==> config.mk <==
export PLATFORM = sky130hd
export DESIGN_NAME = dsp_serial_program
export DESIGN_NICKNAME = d
export VERILOG_FILES = /design/src/logic/dsp_pkg.sv /design/src/logic/dsp_if.sv /design/src/logic/dsp_pin_sync.sv /design/src/logic/dsp_serial_program.sv /design/src/logic/dsp_timeout.sv
export SDC_FILE = /design/constraint.sdc
export NUM_CORES = 1
export LEC_CHECK = 0
export ABC_CLOCK_PERIOD_IN_PS = 3650
export BUFFER_PORTS_ARGS = -buffer_cell sky130_fd_sc_hd__clkbuf_2
export CAP_MARGIN = 20
export CORE_MARGIN = 5
export CORE_UTILIZATION = 28
export DETAILED_ROUTE_END_ITERATION = 10
export GPL_TIMING_DRIVEN = 0
export PLACE_DENSITY = 0.51
export SLEW_MARGIN = 20
export SYNTH_ARGS = -nofsm -noshare
export SYNTH_HDL_FRONTEND = slang
export SYNTH_SLANG_ARGS = --single-unit
==> constraint.sdc <==
create_clock -name i_clock -period 3.65 [get_ports i_clock]
set_input_delay 0.9125 -clock i_clock [delete_from_list [all_inputs] [get_ports i_clock]]
set_output_delay 0.9125 -clock i_clock [all_outputs]
set_load 0.005 [all_outputs]
==> src/logic/dsp_pkg.sv <==
package dsp_pkg;
  // Clock and time-out
  localparam int CLOCK_HZ        = 10_000_000;
  localparam int WATCHDOG_MS     = 2;
  localparam int WATCHDOG_CYCLES = WATCHDOG_MS * (CLOCK_HZ / 1000);

  // Unlock and frame
  localparam int UNLOCK_ONES  = 5;
  localparam int WORD_BITS    = 24;
  localparam int DATA_BITS    = 21;
  localparam int ADDR_BITS    = 3;
  localparam int BITCNT_W     = 5;

  // Register addresses
  localparam logic [2:0] ADDR_VIDEO_A = 3'h0;
  localparam logic [2:0] ADDR_VIDEO_B = 3'h1;
  localparam logic [2:0] ADDR_VIDEO_C = 3'h2;
  localparam logic [2:0] ADDR_MEMORY  = 3'h3;
  localparam logic [2:0] ADDR_STANDBY = 3'h4;
  localparam logic [2:0] ADDR_CONTROL = 3'h6;

  // Frequency word fields, positions inside the 21-bit data
  localparam int IDX_LSB = 17;
  localparam int N_LSB   = 10;
  localparam int R_LSB   = 7;
  localparam int M_LSB   = 0;
  localparam int IDX_W   = 4;
  localparam int NM_W    = 7;
  localparam int R_W     = 3;
  localparam logic [7:0] N_OFFSET = 8'h03;
  localparam logic [7:0] M_OFFSET = 8'h02;
  localparam logic [3:0] IDX_VCO_OFF  = 4'hE;
  localparam logic [3:0] IDX_MEM_MUX  = 4'hF;

  // Option control layout
  localparam int CTL_W                 = 10;
  localparam int CTL_POWERDOWN_KIND    = 9;
  localparam int CTL_TRANSITION_SOURCE = 8;
  localparam int CTL_TIMEOUT_DOUBLE    = 7;
  localparam int CTL_DUTY_TRIM_OFF     = 5;
  localparam int CTL_PRESCALE_V0       = 0;
  localparam logic [CTL_W-1:0] CTL_RESET = 10'h020;
  localparam logic [CTL_W-1:0] CTL_WMASK = 10'h3B7;

  // Register reset values
  localparam logic [DATA_BITS-1:0] FREQ_RESET    = 21'h000000;
  localparam logic [3:0]           STANDBY_RESET = 4'h8;

  typedef enum logic [0:0] {
    ST_LOCKED,
    ST_SHIFT
  } dsp_state_t;
endpackage

==> src/logic/dsp_if.sv <==
`timescale 1ns/1ps
`default_nettype none
interface dsp_level_if;
  logic level;
  modport src (output level);
  modport dst (input level);
endinterface

interface dsp_timer_if;
  logic restart;
  logic dbl;
  logic expired;
  modport tmr (input restart, input dbl, output expired);
  modport ctl (output restart, output dbl, input expired);
endinterface
`default_nettype wire

==> src/logic/dsp_pin_sync.sv <==
`timescale 1ns/1ps
`default_nettype none
module dsp_pin_sync #(
  parameter logic P_RESET = 1'b0
) (
  // Clock and reset
  input  wire logic  i_clock,
  input  wire logic  i_rst_b,
  // Pin and filtered level
  input  wire logic  i_pin,
  dsp_level_if.src   o_lvl
);
  logic s1_reg;
  logic s2_reg;
  logic s3_reg;

  always_ff @(posedge i_clock or negedge i_rst_b) begin
    if (!i_rst_b) begin
      s1_reg <= P_RESET;
      s2_reg <= P_RESET;
      s3_reg <= P_RESET;
    end else begin
      s1_reg <= i_pin;
      s2_reg <= s1_reg;
      s3_reg <= s2_reg;
    end
  end

  // Accept a change only when the last two stages agree
  always_ff @(posedge i_clock or negedge i_rst_b) begin
    if (!i_rst_b) begin
      o_lvl.level <= P_RESET;
    end else if (s2_reg == s3_reg) begin
      o_lvl.level <= s2_reg;
    end
  end
endmodule
`default_nettype wire

==> src/logic/dsp_serial_program.sv <==
// Functional notes
// [RQ1] Control bit 9 clear: memory output from standby divisor; set: oscillator and outputs off.
// [RQ2] Control bit 8 picks reference or memory clock for video during changes.
// [RQ3] Time-out counts the normal interval; control bit 7 doubles it.
// [RQ4] Programmer writes zero to control bits 6 and 3.
// [RQ5] Control bit 5, reset one; clear enables the duty-cycle trim.
// [RQ6] Each video register has its own prescale select: 2 clear, 4 set.
// [RQ7] No serial programming while powered down.
// [RQ8] Select pin 0 is the serial clock, select pin 1 the serial data.
// [RQ9] Five or more rising edges with data high, then one with data low, unlock.
// [RQ10] Any pin transition restarts the watchdog; expiry relocks and drops the word.
// [RQ11] Select changes reach the decoder only after the watchdog expires.
// [RQ12] Bit taken on rising edge; its complement stood at the previous falling edge.
// [RQ13] Frame: start bit, 21 data bits, 3 address bits, stop bit.
// [RQ14] Exactly 24 bits before the stop, otherwise error and word rejected.
// [RQ15] Stop is data high on fall and rise; loads addressed register, then relocks.
// [RQ16] After a load, selection resumes only after another time-out.
// [RQ17] Bits beyond a full register without stop discard the word with error.
// [RQ18] Word fields high to low: 4-bit index, 7-bit N, 3-bit divisor, 7-bit M.
// [RQ19] Effective N is N plus three, effective M is M plus two.
// [RQ20] Output divisor is two to the power of the 3-bit field.
// [RQ21] Video index 1110 turns its oscillator off, 1111 muxes memory oscillator in.
// [RQ22] Programmer keeps the oscillator between 50 and 120 MHz.
// [RQ23] Addresses: 0..2 video, 3 memory, 4 standby divisor, 6 control.
// [RQ24] Reprogrammed active output runs from the fallback clock for a settle time-out.
// [RQ25] An error returns the unlock detector to its locked idle state.
`timescale 1ns/1ps
`default_nettype none
module dsp_serial_program #(
  parameter int P_WATCHDOG_CYCLES = dsp_pkg::WATCHDOG_CYCLES
) (
  // Clock and reset
  input  wire logic                         i_clock,
  input  wire logic                         i_rst_b,
  // Device pins
  input  wire logic                         i_select0_serial_clock,
  input  wire logic                         i_select1_serial_data,
  input  wire logic                         i_powerdown_n,
  // Selection and frame status
  output logic [1:0]                        o_reg_select,
  output logic                              o_programming,
  output logic                              o_load_pulse,
  output logic                              o_frame_error,
  // Option control and power
  output logic [dsp_pkg::CTL_W-1:0]         o_option_control,
  output logic [3:0]                        o_standby_divisor,
  output logic                              o_memory_from_standby,
  output logic                              o_osc_stop,
  output logic                              o_outputs_off,
  output logic                              o_timeout_double,
  output logic                              o_duty_trim_en,
  // Fallback during frequency changes
  output logic                              o_video_use_ref,
  output logic                              o_video_use_mem,
  output logic                              o_memory_use_ref,
  // Active video synthesis
  output logic [7:0]                        o_vid_n_eff,
  output logic [7:0]                        o_vid_m_eff,
  output logic [7:0]                        o_vid_post_div,
  output logic                              o_vid_prescale4,
  output logic                              o_vid_vco_off,
  output logic                              o_vid_from_mem,
  // Memory synthesis
  output logic [7:0]                        o_mem_n_eff,
  output logic [7:0]                        o_mem_m_eff,
  output logic [7:0]                        o_mem_post_div
);
  import dsp_pkg::*;

  dsp_level_if sclk_if ();
  dsp_level_if sdat_if ();
  dsp_level_if pdn_if ();
  dsp_timer_if wd_if ();
  dsp_timer_if setv_if ();
  dsp_timer_if setm_if ();

  dsp_pin_sync #(.P_RESET(1'b0)) u_sync_clk (
    .i_clock (i_clock), .i_rst_b (i_rst_b), .i_pin (i_select0_serial_clock), .o_lvl (sclk_if)
  ); // see [RQ8]
  dsp_pin_sync #(.P_RESET(1'b0)) u_sync_dat (
    .i_clock (i_clock), .i_rst_b (i_rst_b), .i_pin (i_select1_serial_data), .o_lvl (sdat_if)
  ); // see [RQ8]
  dsp_pin_sync #(.P_RESET(1'b1)) u_sync_pd (
    .i_clock (i_clock), .i_rst_b (i_rst_b), .i_pin (i_powerdown_n), .o_lvl (pdn_if)
  );
  dsp_timeout #(.P_CYCLES(P_WATCHDOG_CYCLES)) u_watchdog (
    .i_clock (i_clock), .i_rst_b (i_rst_b), .t (wd_if)
  );
  dsp_timeout #(.P_CYCLES(P_WATCHDOG_CYCLES)) u_settle_vid (
    .i_clock (i_clock), .i_rst_b (i_rst_b), .t (setv_if)
  );
  dsp_timeout #(.P_CYCLES(P_WATCHDOG_CYCLES)) u_settle_mem (
    .i_clock (i_clock), .i_rst_b (i_rst_b), .t (setm_if)
  );

  dsp_state_t           state_reg;
  logic                 clk_q_reg;
  logic                 dat_q_reg;
  logic                 fall_val_reg;
  logic [2:0]           ones_reg;
  logic                 start_seen_reg;
  logic [BITCNT_W-1:0]  bcnt_reg;
  logic [WORD_BITS-1:0] shift_reg;
  logic [DATA_BITS-1:0] vid_reg [3];
  logic [DATA_BITS-1:0] mem_reg;
  logic [3:0]           standby_reg;
  logic [CTL_W-1:0]     ctl_reg;
  logic [1:0]           sel_reg;

  logic                 sclk;
  logic                 sdat;
  logic                 pd_active;
  logic                 rise;
  logic                 fall;
  logic                 any_edge;
  logic                 is_bit;
  logic                 is_stop;
  logic                 good_stop;
  logic                 do_load;
  logic                 do_error;
  logic [2:0]           load_addr;
  logic [DATA_BITS-1:0] load_data;
  logic [1:0]           sel_next;
  logic                 sel_change;
  logic [1:0]           active_v;
  logic [DATA_BITS-1:0] act_word;

  assign sclk      = sclk_if.level;
  assign sdat      = sdat_if.level;
  assign pd_active = !pdn_if.level;
  assign rise      = sclk && !clk_q_reg;
  assign fall      = !sclk && clk_q_reg;
  assign any_edge  = (sclk != clk_q_reg) || (sdat != dat_q_reg);
  assign is_bit    = rise && (fall_val_reg != sdat); // see [RQ12]
  assign is_stop   = rise && fall_val_reg && sdat; // see [RQ15]
  assign load_addr = shift_reg[ADDR_BITS-1:0];
  assign load_data = shift_reg[WORD_BITS-1:ADDR_BITS];
  assign good_stop = is_stop && start_seen_reg && (bcnt_reg == BITCNT_W'(WORD_BITS));
  assign do_load   = (state_reg == ST_SHIFT) && !pd_active && !wd_if.expired && good_stop;
  // Both-low rise, short stop or overflow bit all reject the word
  assign do_error  = (state_reg == ST_SHIFT) && !pd_active && !wd_if.expired && rise &&
                     ((is_stop && !good_stop) || (!fall_val_reg && !sdat) ||
                      (is_bit && start_seen_reg && (bcnt_reg == BITCNT_W'(WORD_BITS))));
  // see [RQ14] see [RQ17]

  // Watchdog restarted by any transition on the two select pins
  assign wd_if.restart = any_edge; // see [RQ10]
  assign wd_if.dbl     = ctl_reg[CTL_TIMEOUT_DOUBLE]; // see [RQ3]

  // Selection follows the pins only while idle and timed out
  assign sel_next   = {sdat, sclk};
  // Edge in the expiry cycle restarts the count, so it waits a full time-out too
  assign sel_change = (state_reg == ST_LOCKED) && wd_if.expired && !any_edge &&
                      (sel_next != sel_reg);
  assign active_v   = sel_reg[1] ? 2'h2 : sel_reg;

  assign setv_if.restart = sel_change ||
                           (do_load && (load_addr == {1'b0, active_v})); // see [RQ24]
  assign setv_if.dbl     = ctl_reg[CTL_TIMEOUT_DOUBLE];
  assign setm_if.restart = do_load && (load_addr == ADDR_MEMORY); // see [RQ24]
  assign setm_if.dbl     = ctl_reg[CTL_TIMEOUT_DOUBLE];
  assign act_word        = vid_reg[active_v];

  always_ff @(posedge i_clock or negedge i_rst_b) begin
    if (!i_rst_b) begin
      clk_q_reg    <= 1'b0;
      dat_q_reg    <= 1'b0;
      fall_val_reg <= 1'b0;
    end else begin
      clk_q_reg <= sclk;
      dat_q_reg <= sdat;
      if (fall) begin
        fall_val_reg <= sdat; // see [RQ12]
      end
    end
  end

  // Unlock detector and frame shifter
  always_ff @(posedge i_clock or negedge i_rst_b) begin
    if (!i_rst_b) begin
      state_reg      <= ST_LOCKED;
      ones_reg       <= 3'h0;
      start_seen_reg <= 1'b0;
      bcnt_reg       <= '0;
      shift_reg      <= '0;
    end else if (pd_active) begin
      state_reg <= ST_LOCKED; // see [RQ7]
      ones_reg  <= 3'h0;
    end else begin
      case (state_reg)
        ST_LOCKED: begin
          if (wd_if.expired) begin
            ones_reg <= 3'h0;
          end else if (rise && sdat) begin
            if (ones_reg != 3'(UNLOCK_ONES)) begin
              ones_reg <= ones_reg + 3'h1;
            end
          end else if (rise) begin
            ones_reg <= 3'h0;
            if (ones_reg == 3'(UNLOCK_ONES)) begin
              state_reg      <= ST_SHIFT; // see [RQ9]
              start_seen_reg <= 1'b0;
              bcnt_reg       <= '0;
            end
          end
        end
        ST_SHIFT: begin
          if (wd_if.expired || do_error || do_load) begin
            state_reg <= ST_LOCKED; // see [RQ10] see [RQ15] see [RQ25]
            ones_reg  <= 3'h0;
          end else if (is_bit) begin
            if (!start_seen_reg) begin
              start_seen_reg <= 1'b1; // see [RQ13]
            end else begin
              shift_reg <= {shift_reg[WORD_BITS-2:0], sdat};
              bcnt_reg  <= bcnt_reg + 1'b1;
            end
          end
        end
        default: begin
          state_reg <= ST_LOCKED;
        end
      endcase
    end
  end

  // Register file load
  always_ff @(posedge i_clock or negedge i_rst_b) begin
    if (!i_rst_b) begin
      vid_reg[0]  <= FREQ_RESET;
      vid_reg[1]  <= FREQ_RESET;
      vid_reg[2]  <= FREQ_RESET;
      mem_reg     <= FREQ_RESET;
      standby_reg <= STANDBY_RESET;
      ctl_reg     <= CTL_RESET;
    end else if (do_load) begin
      if (load_addr == ADDR_VIDEO_A) begin // see [RQ23]
        vid_reg[0] <= load_data;
      end else if (load_addr == ADDR_VIDEO_B) begin
        vid_reg[1] <= load_data;
      end else if (load_addr == ADDR_VIDEO_C) begin
        vid_reg[2] <= load_data;
      end else if (load_addr == ADDR_MEMORY) begin
        mem_reg <= load_data;
      end else if (load_addr == ADDR_STANDBY) begin
        standby_reg <= load_data[3:0];
      end else if (load_addr == ADDR_CONTROL) begin
        // Reserved bits forced low in case the programmer ignores them
        ctl_reg <= load_data[CTL_W-1:0] & CTL_WMASK; // see [RQ4]
      end
    end
  end

  always_ff @(posedge i_clock or negedge i_rst_b) begin
    if (!i_rst_b) begin
      sel_reg <= 2'h0;
    end else if (sel_change) begin
      sel_reg <= sel_next; // see [RQ11] see [RQ16]
    end
  end

  always_ff @(posedge i_clock or negedge i_rst_b) begin
    if (!i_rst_b) begin
      o_load_pulse  <= 1'b0;
      o_frame_error <= 1'b0;
      o_programming <= 1'b0;
    end else begin
      o_load_pulse  <= do_load;
      o_frame_error <= do_error;
      o_programming <= (state_reg == ST_SHIFT);
    end
  end

  // Decoded outputs, one cycle behind the register file
  always_ff @(posedge i_clock or negedge i_rst_b) begin
    if (!i_rst_b) begin
      o_reg_select          <= 2'h0;
      o_option_control      <= CTL_RESET;
      o_standby_divisor     <= STANDBY_RESET;
      o_memory_from_standby <= 1'b0;
      o_osc_stop            <= 1'b0;
      o_outputs_off         <= 1'b0;
      o_timeout_double      <= 1'b0;
      o_duty_trim_en        <= 1'b0;
      o_video_use_ref       <= 1'b0;
      o_video_use_mem       <= 1'b0;
      o_memory_use_ref      <= 1'b0;
      o_vid_n_eff           <= 8'h00;
      o_vid_m_eff           <= 8'h00;
      o_vid_post_div        <= 8'h00;
      o_vid_prescale4       <= 1'b0;
      o_vid_vco_off         <= 1'b0;
      o_vid_from_mem        <= 1'b0;
      o_mem_n_eff           <= 8'h00;
      o_mem_m_eff           <= 8'h00;
      o_mem_post_div        <= 8'h00;
    end else begin
      o_reg_select          <= sel_reg;
      o_option_control      <= ctl_reg;
      o_standby_divisor     <= standby_reg;
      o_memory_from_standby <= pd_active && !ctl_reg[CTL_POWERDOWN_KIND]; // see [RQ1]
      o_osc_stop            <= pd_active && ctl_reg[CTL_POWERDOWN_KIND]; // see [RQ1]
      o_outputs_off         <= pd_active && ctl_reg[CTL_POWERDOWN_KIND]; // see [RQ1]
      o_timeout_double      <= ctl_reg[CTL_TIMEOUT_DOUBLE]; // see [RQ3]
      o_duty_trim_en        <= !ctl_reg[CTL_DUTY_TRIM_OFF]; // see [RQ5]
      o_video_use_ref       <= !setv_if.expired && !ctl_reg[CTL_TRANSITION_SOURCE]; // see [RQ2]
      o_video_use_mem       <= !setv_if.expired && ctl_reg[CTL_TRANSITION_SOURCE]; // see [RQ2]
      o_memory_use_ref      <= !setm_if.expired; // see [RQ24]
      o_vid_n_eff    <= {1'b0, act_word[N_LSB +: NM_W]} + N_OFFSET; // see [RQ18] see [RQ19]
      o_vid_m_eff    <= {1'b0, act_word[M_LSB +: NM_W]} + M_OFFSET; // see [RQ19]
      o_vid_post_div <= 8'h01 << act_word[R_LSB +: R_W]; // see [RQ20]
      o_vid_prescale4 <= ctl_reg[CTL_PRESCALE_V0 + 32'(active_v)]; // see [RQ6]
      o_vid_vco_off  <= (act_word[IDX_LSB +: IDX_W] == IDX_VCO_OFF) ||
                        (act_word[IDX_LSB +: IDX_W] == IDX_MEM_MUX); // see [RQ21]
      o_vid_from_mem <= (act_word[IDX_LSB +: IDX_W] == IDX_MEM_MUX); // see [RQ21]
      o_mem_n_eff    <= {1'b0, mem_reg[N_LSB +: NM_W]} + N_OFFSET; // see [RQ19]
      o_mem_m_eff    <= {1'b0, mem_reg[M_LSB +: NM_W]} + M_OFFSET; // see [RQ19]
      o_mem_post_div <= 8'h01 << mem_reg[R_LSB +: R_W]; // see [RQ20]
    end
  end
endmodule
`default_nettype wire

==> src/logic/dsp_timeout.sv <==
`timescale 1ns/1ps
`default_nettype none
module dsp_timeout #(
  parameter int P_CYCLES = 20000
) (
  // Clock and reset
  input  wire logic  i_clock,
  input  wire logic  i_rst_b,
  // Timer control
  dsp_timer_if.tmr   t
);
  localparam int W = $clog2(2 * P_CYCLES + 1);
  localparam logic [W-1:0] LIM1 = W'(P_CYCLES);
  localparam logic [W-1:0] LIM2 = W'(2 * P_CYCLES);

  logic [W-1:0] cnt_reg;
  logic [W-1:0] limit;

  assign limit     = t.dbl ? LIM2 : LIM1;
  assign t.expired = (cnt_reg >= limit);

  // Starts expired so that selection works straight after reset
  always_ff @(posedge i_clock or negedge i_rst_b) begin
    if (!i_rst_b) begin
      cnt_reg <= '1;
    end else if (t.restart) begin
      cnt_reg <= '0;
    end else if (cnt_reg < limit) begin
      cnt_reg <= cnt_reg + 1'b1;
    end
  end
endmodule
`default_nettype wire
# Yosys cells after proc, flatten, opt, wreduce, memory -nomap -nowiden
# Cells that the tools add are included.
# word_totals
mem_bits_ro	0
latch_bits	0
register_bits	266
in_bits	5
memories	0
mem_bits_rw	0
out_inout_bits	78
wordCells	209
# classes
shifts	2
eq_ne	28
muxes	42
bitwise_logic	8
div_mod_pow	0
reduce_logical	60
order_cmp	8
add_sub_neg	9
mul	0
# op_table
operator	count
$mux 16	7
$add 16x1->16 const B	3
$ge 16x16->1	3
$lt 16x16->1	3
$bmux 21 s2	1
$mux 21	2
$mux 5	7
$add 7x2->8 const B	4
$logic_and 1x1->1	26
$mux 3	6
$shl 1x3->8 const A	2
$reduce_and 7->1	2
$logic_not 1->1	13
$mux 1	13
$ne 5x5->1 const B	2
$pmux 5 s2	1
$reduce_and 5->1	2
$eq 3x3->1 const B	3
$eq 4x4->1 const B	2
$ne 2x2->1 const B	4
$reduce_and 8->1	1
$logic_or 1x1->1	7
$not 1->1	7
$eq 3x2->1 const B	2
other kinds (23)	34

# Longest topological paths before layout
# logic_depth
ltp_word	16
ltp_mapped	12
ltp_nobuf	8

# Modules after synthesis
# Synthesis repeated with hierarchy kept, for this count alone.
# hier_totals
hier_cells	955
area_unflattened_um2	12066.6
# by_module_without_submodules
mod	cells_each	n_inst	seq_area_each_um2	area_each_um2
dsp_serial_program	589	1	5134.9	8308.0
dsp_timeout at u_settle_mem ...	117	2	420.4	1166.1
dsp_timeout at u_watchdog	117	1	420.4	1087.3
dsp_pin_sync at u_sync_clk ...	5	2	100.1	111.4
dsp_pin_sync at u_sync_pd	5	1	105.1	116.4

# Worst setup path before layout
# OpenSTA, ideal clock, no wires.
# synth_path
path_type	register -> register
start	register ctl_reg[7]
end	register mem_reg[13]
arrival_ps	2773
synth_period_minus_slack_ps	2900
stages_incl_launch_ff	12
setup_slack_ps	750
setup_time_ps	127
n_path_buf	3
required_time_ps	3523
cell_sequence	dfrtp_1 > inv_1 > ha_1 > nand2_1 > or4b_1 > buf_2 > o21ai_4 > nor3_4 > and3_1 > buf_2 > buf_6 > mux2_1
# synth_between
elab_chain_len	6
# synth_lines
item	line_no	rtl
start: declaration	dsp_serial_program.sv:107	logic [CTL_W-1:0] ctl_reg;
start signal: assignment	dsp_serial_program.sv:249	ctl_reg <= load_data[CTL_W-1:0] & CTL_WMASK;
$mux 16	dsp_timeout.sv:19	assign limit = t.dbl ? LIM2 : LIM1;
$ge 16x16->1	dsp_timeout.sv:20	assign t.expired = (cnt_reg >= limit);
$logic_not 1->1	dsp_serial_program.sv:139	assign do_load = (state_reg == ST_SHIFT) && !pd_active && !wd_if.expired && good_stop;
$logic_and 1x1->1 (2 in series)	dsp_serial_program.sv:139	
$reduce_and 5->1 (no source line)	--	
end signal: assignment	dsp_serial_program.sv:244	mem_reg <= load_data;
end: declaration	dsp_serial_program.sv:105	logic [DATA_BITS-1:0] mem_reg;
# No other way between the ends.
# A chain may end at the register's enable or synchronous reset.

# Worst setup path after layout
# layout_path
start	register ctl_reg[7]
end	register shift_reg[17]
# layout_between
elab_chain_len	10
elab_cells_between_ends	11
cone_classes	order compare: 1; mux: 1; bitwise: 1; reduce/logical: 8
# layout_lines
item	line_no	rtl
$mux 16 *	dsp_timeout.sv:19	
$ge 16x16->1 *	dsp_timeout.sv:20	
$logic_not 1->1	dsp_serial_program.sv:139, dsp_serial_program.sv:141	
$logic_and 1x1->1	dsp_serial_program.sv:139, dsp_serial_program.sv:141	
$logic_and 1x1->1 (2 in series)	dsp_serial_program.sv:141	assign do_error = (state_reg == ST_SHIFT) && !pd_active && !wd_if.expired && rise &&
$logic_or 1x1->1	dsp_serial_program.sv:208	if (wd_if.expired || do_error || do_load) begin
$logic_or 1x1->1 *	dsp_serial_program.sv:208	
$not 1->1 (no source line) *	--	
$reduce_and 5->1 (no source line) *	--	
end signal: assignment	dsp_serial_program.sv:215	shift_reg <= {shift_reg[WORD_BITS-2:0], sdat};
end: declaration	dsp_serial_program.sv:103	logic [WORD_BITS-1:0] shift_reg;
# Mark *: on every way between the ends. The rest lies on a longest branch, timed or not.

==> run metrics <==
Root Driver clkbuf_16; routability cong. 0.7967; max reg flops 63; CP max-delay cell dfrtp_2; dpl hpwl roughly 17 mm; placed inst area between 10000 and 15000 um^2; Post-Syn Area 11590 um^2; worst-margin pin slew ~900 ps; VDD IR max 0.2669 mV; FP Rows 74; power density of the placed cells 459.5 nW/um^2; all-layer global routing usage between 10% and 20%; final std cell area, no fill approximately 14000 um^2; synthesized netlist cell count 955; global-route wire length before repair between 40 and 50 mm; RSZ-0062 raised after global routing false; post-synthesis sequential area ratio 57.82%; Max stage delay on crit path between 500 and 600 ps; max-slew violation count 0; TritonCTS clock tree done; Clock Skews 11.29 ps; Final min period 3352 ps; ANT cells 0; flops & latches, synth approximately 270; CTS Hold Bufs 0; Most used DFF post-synth dfrtp_1; Leak Pwr 0.006351 uW; Critical Path Start Type flip-flop; Clock Path Buffers 3; clk_lat worst skew 510 ps; Post-synth EDFFs 0; vias post-DR roughly 7400; Peak Freq 298.4 MHz; Worst Setup End Kind flip-flop; Ports 83; Synth top area share 45.12%; commonest non-fill, non-tap cell in the layout dfrtp_1; min setup slack post-route 298.3 ps; DIE WIDTH 213.5 um; Starting Density around 28%; GR Overflow Total 0; drt first pass iters 4; Max-cap violations 0; CP cell instances clkinvlp_4, ha_1, a21oi_1, and2_0, o2111ai_1, nor3_2, buf_2, mux2_2; crit-path leading delay family simple AND/OR/NAND/NOR gates; Final Hold Violating Endpoints 0; Critical Path Fanout Max 10; vias in the first global route between 7000 and 8000; CTS Buf Count 34; drt drc 0; syn avg cell area 12.14 um^2; Async SR Flop Fraction 100.0%; WP data arrival 3740 ps; CTS H-Tree Depth 2; Crit Path Category reg2reg; drt initial violations 331; Worst slew margin 39.71%; area grow syn2layout 19.53%; die height roughly 210 um; nets@finish 1116; core footprint 40920 um^2; Sink Count 265; maximum number of pins on one net before global-route repair 86; unique cell type count in the Yosys netlist 68; PortBufs 80; dominant cell type by area after synthesis dfrtp_1; Routed WL ~25 mm; WP buf/inv 2; commonest non-fill, non-tap cells in the layout 208 x dfrtp_1, 116 x mux2_2, 96 x nor2_1, 79 x clkbuf_2, 62 x nand2_1; routed len/inst 15.57 um; period utilisation layout 91.83%; initial antenna violation count 0; layout cells sized above 1 30.45%; Antenna Violating Nets Remaining 0; largest cells by area after synthesis dfrtp_1 45%, dfstp_2 13%, mux2_2 11%, ha_1 3.8%, nor2_1 3.1%; post-DR vias/cell roughly 4.5; status finished clean; clock-pin slew on the worst setup and hold paths 60 ps; worst endpoint required time approximately 4000 ps; Ys Warns 0; die area approximately 46000 um^2; Final setup viols 0; Hold/Removal Path Class in2async; pre-CTS WS -127.5 ps
[repair_timing]
action,in CTS,in global routing
endpoints found under the setup margin,121,0
setup buffers,1,0
gates resized for setup,2,0
endpoints found under the hold margin,0,0
[path summary, 6_finish.rpt]
path                                             startpoint  slack [ps]  cells after the start                              endpoint
worst max-delay path                 ctl_reg[7]$_DFFE_PN0P_         300                      8             shift_reg[17]$_DFFE_PN0P_
worst min-delay path                                i_rst_b         260                      1              o_mem_n_eff[5]$_DFF_PN0_
worst max register to register       ctl_reg[7]$_DFFE_PN0P_         300                      8             shift_reg[17]$_DFFE_PN0P_
worst min register to register  u_sync_dat.s1_reg$_DFF_PN0_         350                      0           u_sync_dat.s2_reg$_DFF_PN0_
max in group asynchronous                           i_rst_b        2240                      3  u_settle_vid.cnt_reg[11]$_DFFE_PN1P_
min in group i_clock            u_sync_dat.s1_reg$_DFF_PN0_         350                      0           u_sync_dat.s2_reg$_DFF_PN0_
[metal layers]
| metal | share of wire [%] | GRT usage, % | vias up |
|---|---|---|---|
| met5 | 0 | 0 | - |
| met1 | 49 | 16.61 | 3655 |
| met2 | 44 | 17.42 | 111 |
| met4 | 2.6 | 3.640 | 0 |
| met3 | 3.9 | 2.151 | 46 |
| li1 | - | - | 3566 |
[power breakdown]
group / leakage, uW / internal, uW / switching (uW)
logic: 0.00242 / 44.3 / 112
clock network: 0.000513 / 1960 / 1270
registers: 0.00342 / 2970 / 12.9
[area by class of cell]
type | instances | area (um^2)
Buffer | 39 | 191.4
Clock buffer | 50 | 992.2
Clock inverter | 10 | 97.59
Fill cell | 4085 | 27070
Inverter | 31 | 120.1
Multi-Input combinational cell | 621 | 4586
Sequential cell | 265 | 6703
Tap cell | 532 | 665.6
Timing Repair Buffer | 84 | 499.2
[Yosys cell counts, types with 3 or more instances]
cell type	n
o211ai_1	6
ha_1	35
o21a_1	3
o2111ai_1	3
or4_1	3
and2_1	7
nand2_1	62
nor3_1	25
nor3b_1	10
xor2_1	29
clkbuf_1	16
dfstp_2	56
buf_1	5
nand4_1	16
nand3_1	25
mux2i_1	20
buf_2	12
a21oi_1	26
and3_1	16
nand4b_1	6
dfrtp_1	209
nor2b_1	6
nor4_1	3
or3_1	5
mux2_2	116
buf_4	4
maj3_1	3
o21ai_0	19
inv_1	31
a31oi_1	3
nor2_1	96
xnor2_1	35
[cell families after synthesis]
| group | count (synthesis) | synth area share, % |
|---|---|---|
| xor+xnor | 64 | 4.836 |
| other cells | 1 | 0.03235 |
| compound gates | 82 | 4.717 |
| buf+inv | 70 | 2.655 |
| fa+ha+maj | 38 | 4.037 |
| mux | 138 | 13.19 |
| flops | 265 | 57.82 |
| simple gates | 297 | 12.72 |
[per-stage QoR]
step                      total power, uW  hold WS (ps)  utilization (%)  std cells  setup TNS (ps)
after CTS                            6499         242.3            33.85       1632               0
after detailed placement             3192         334.7            31.16       1571           -5591
final                                6366         261.7            33.85       1632               0
after floorplan                      3092         331.2                -        956               0
after global placement               3178         340.3            30.94       1568         -965020
after global routing                 6629         254.6            33.85       1632               0
Note: power is estimated with default switching activity, not from simulation.
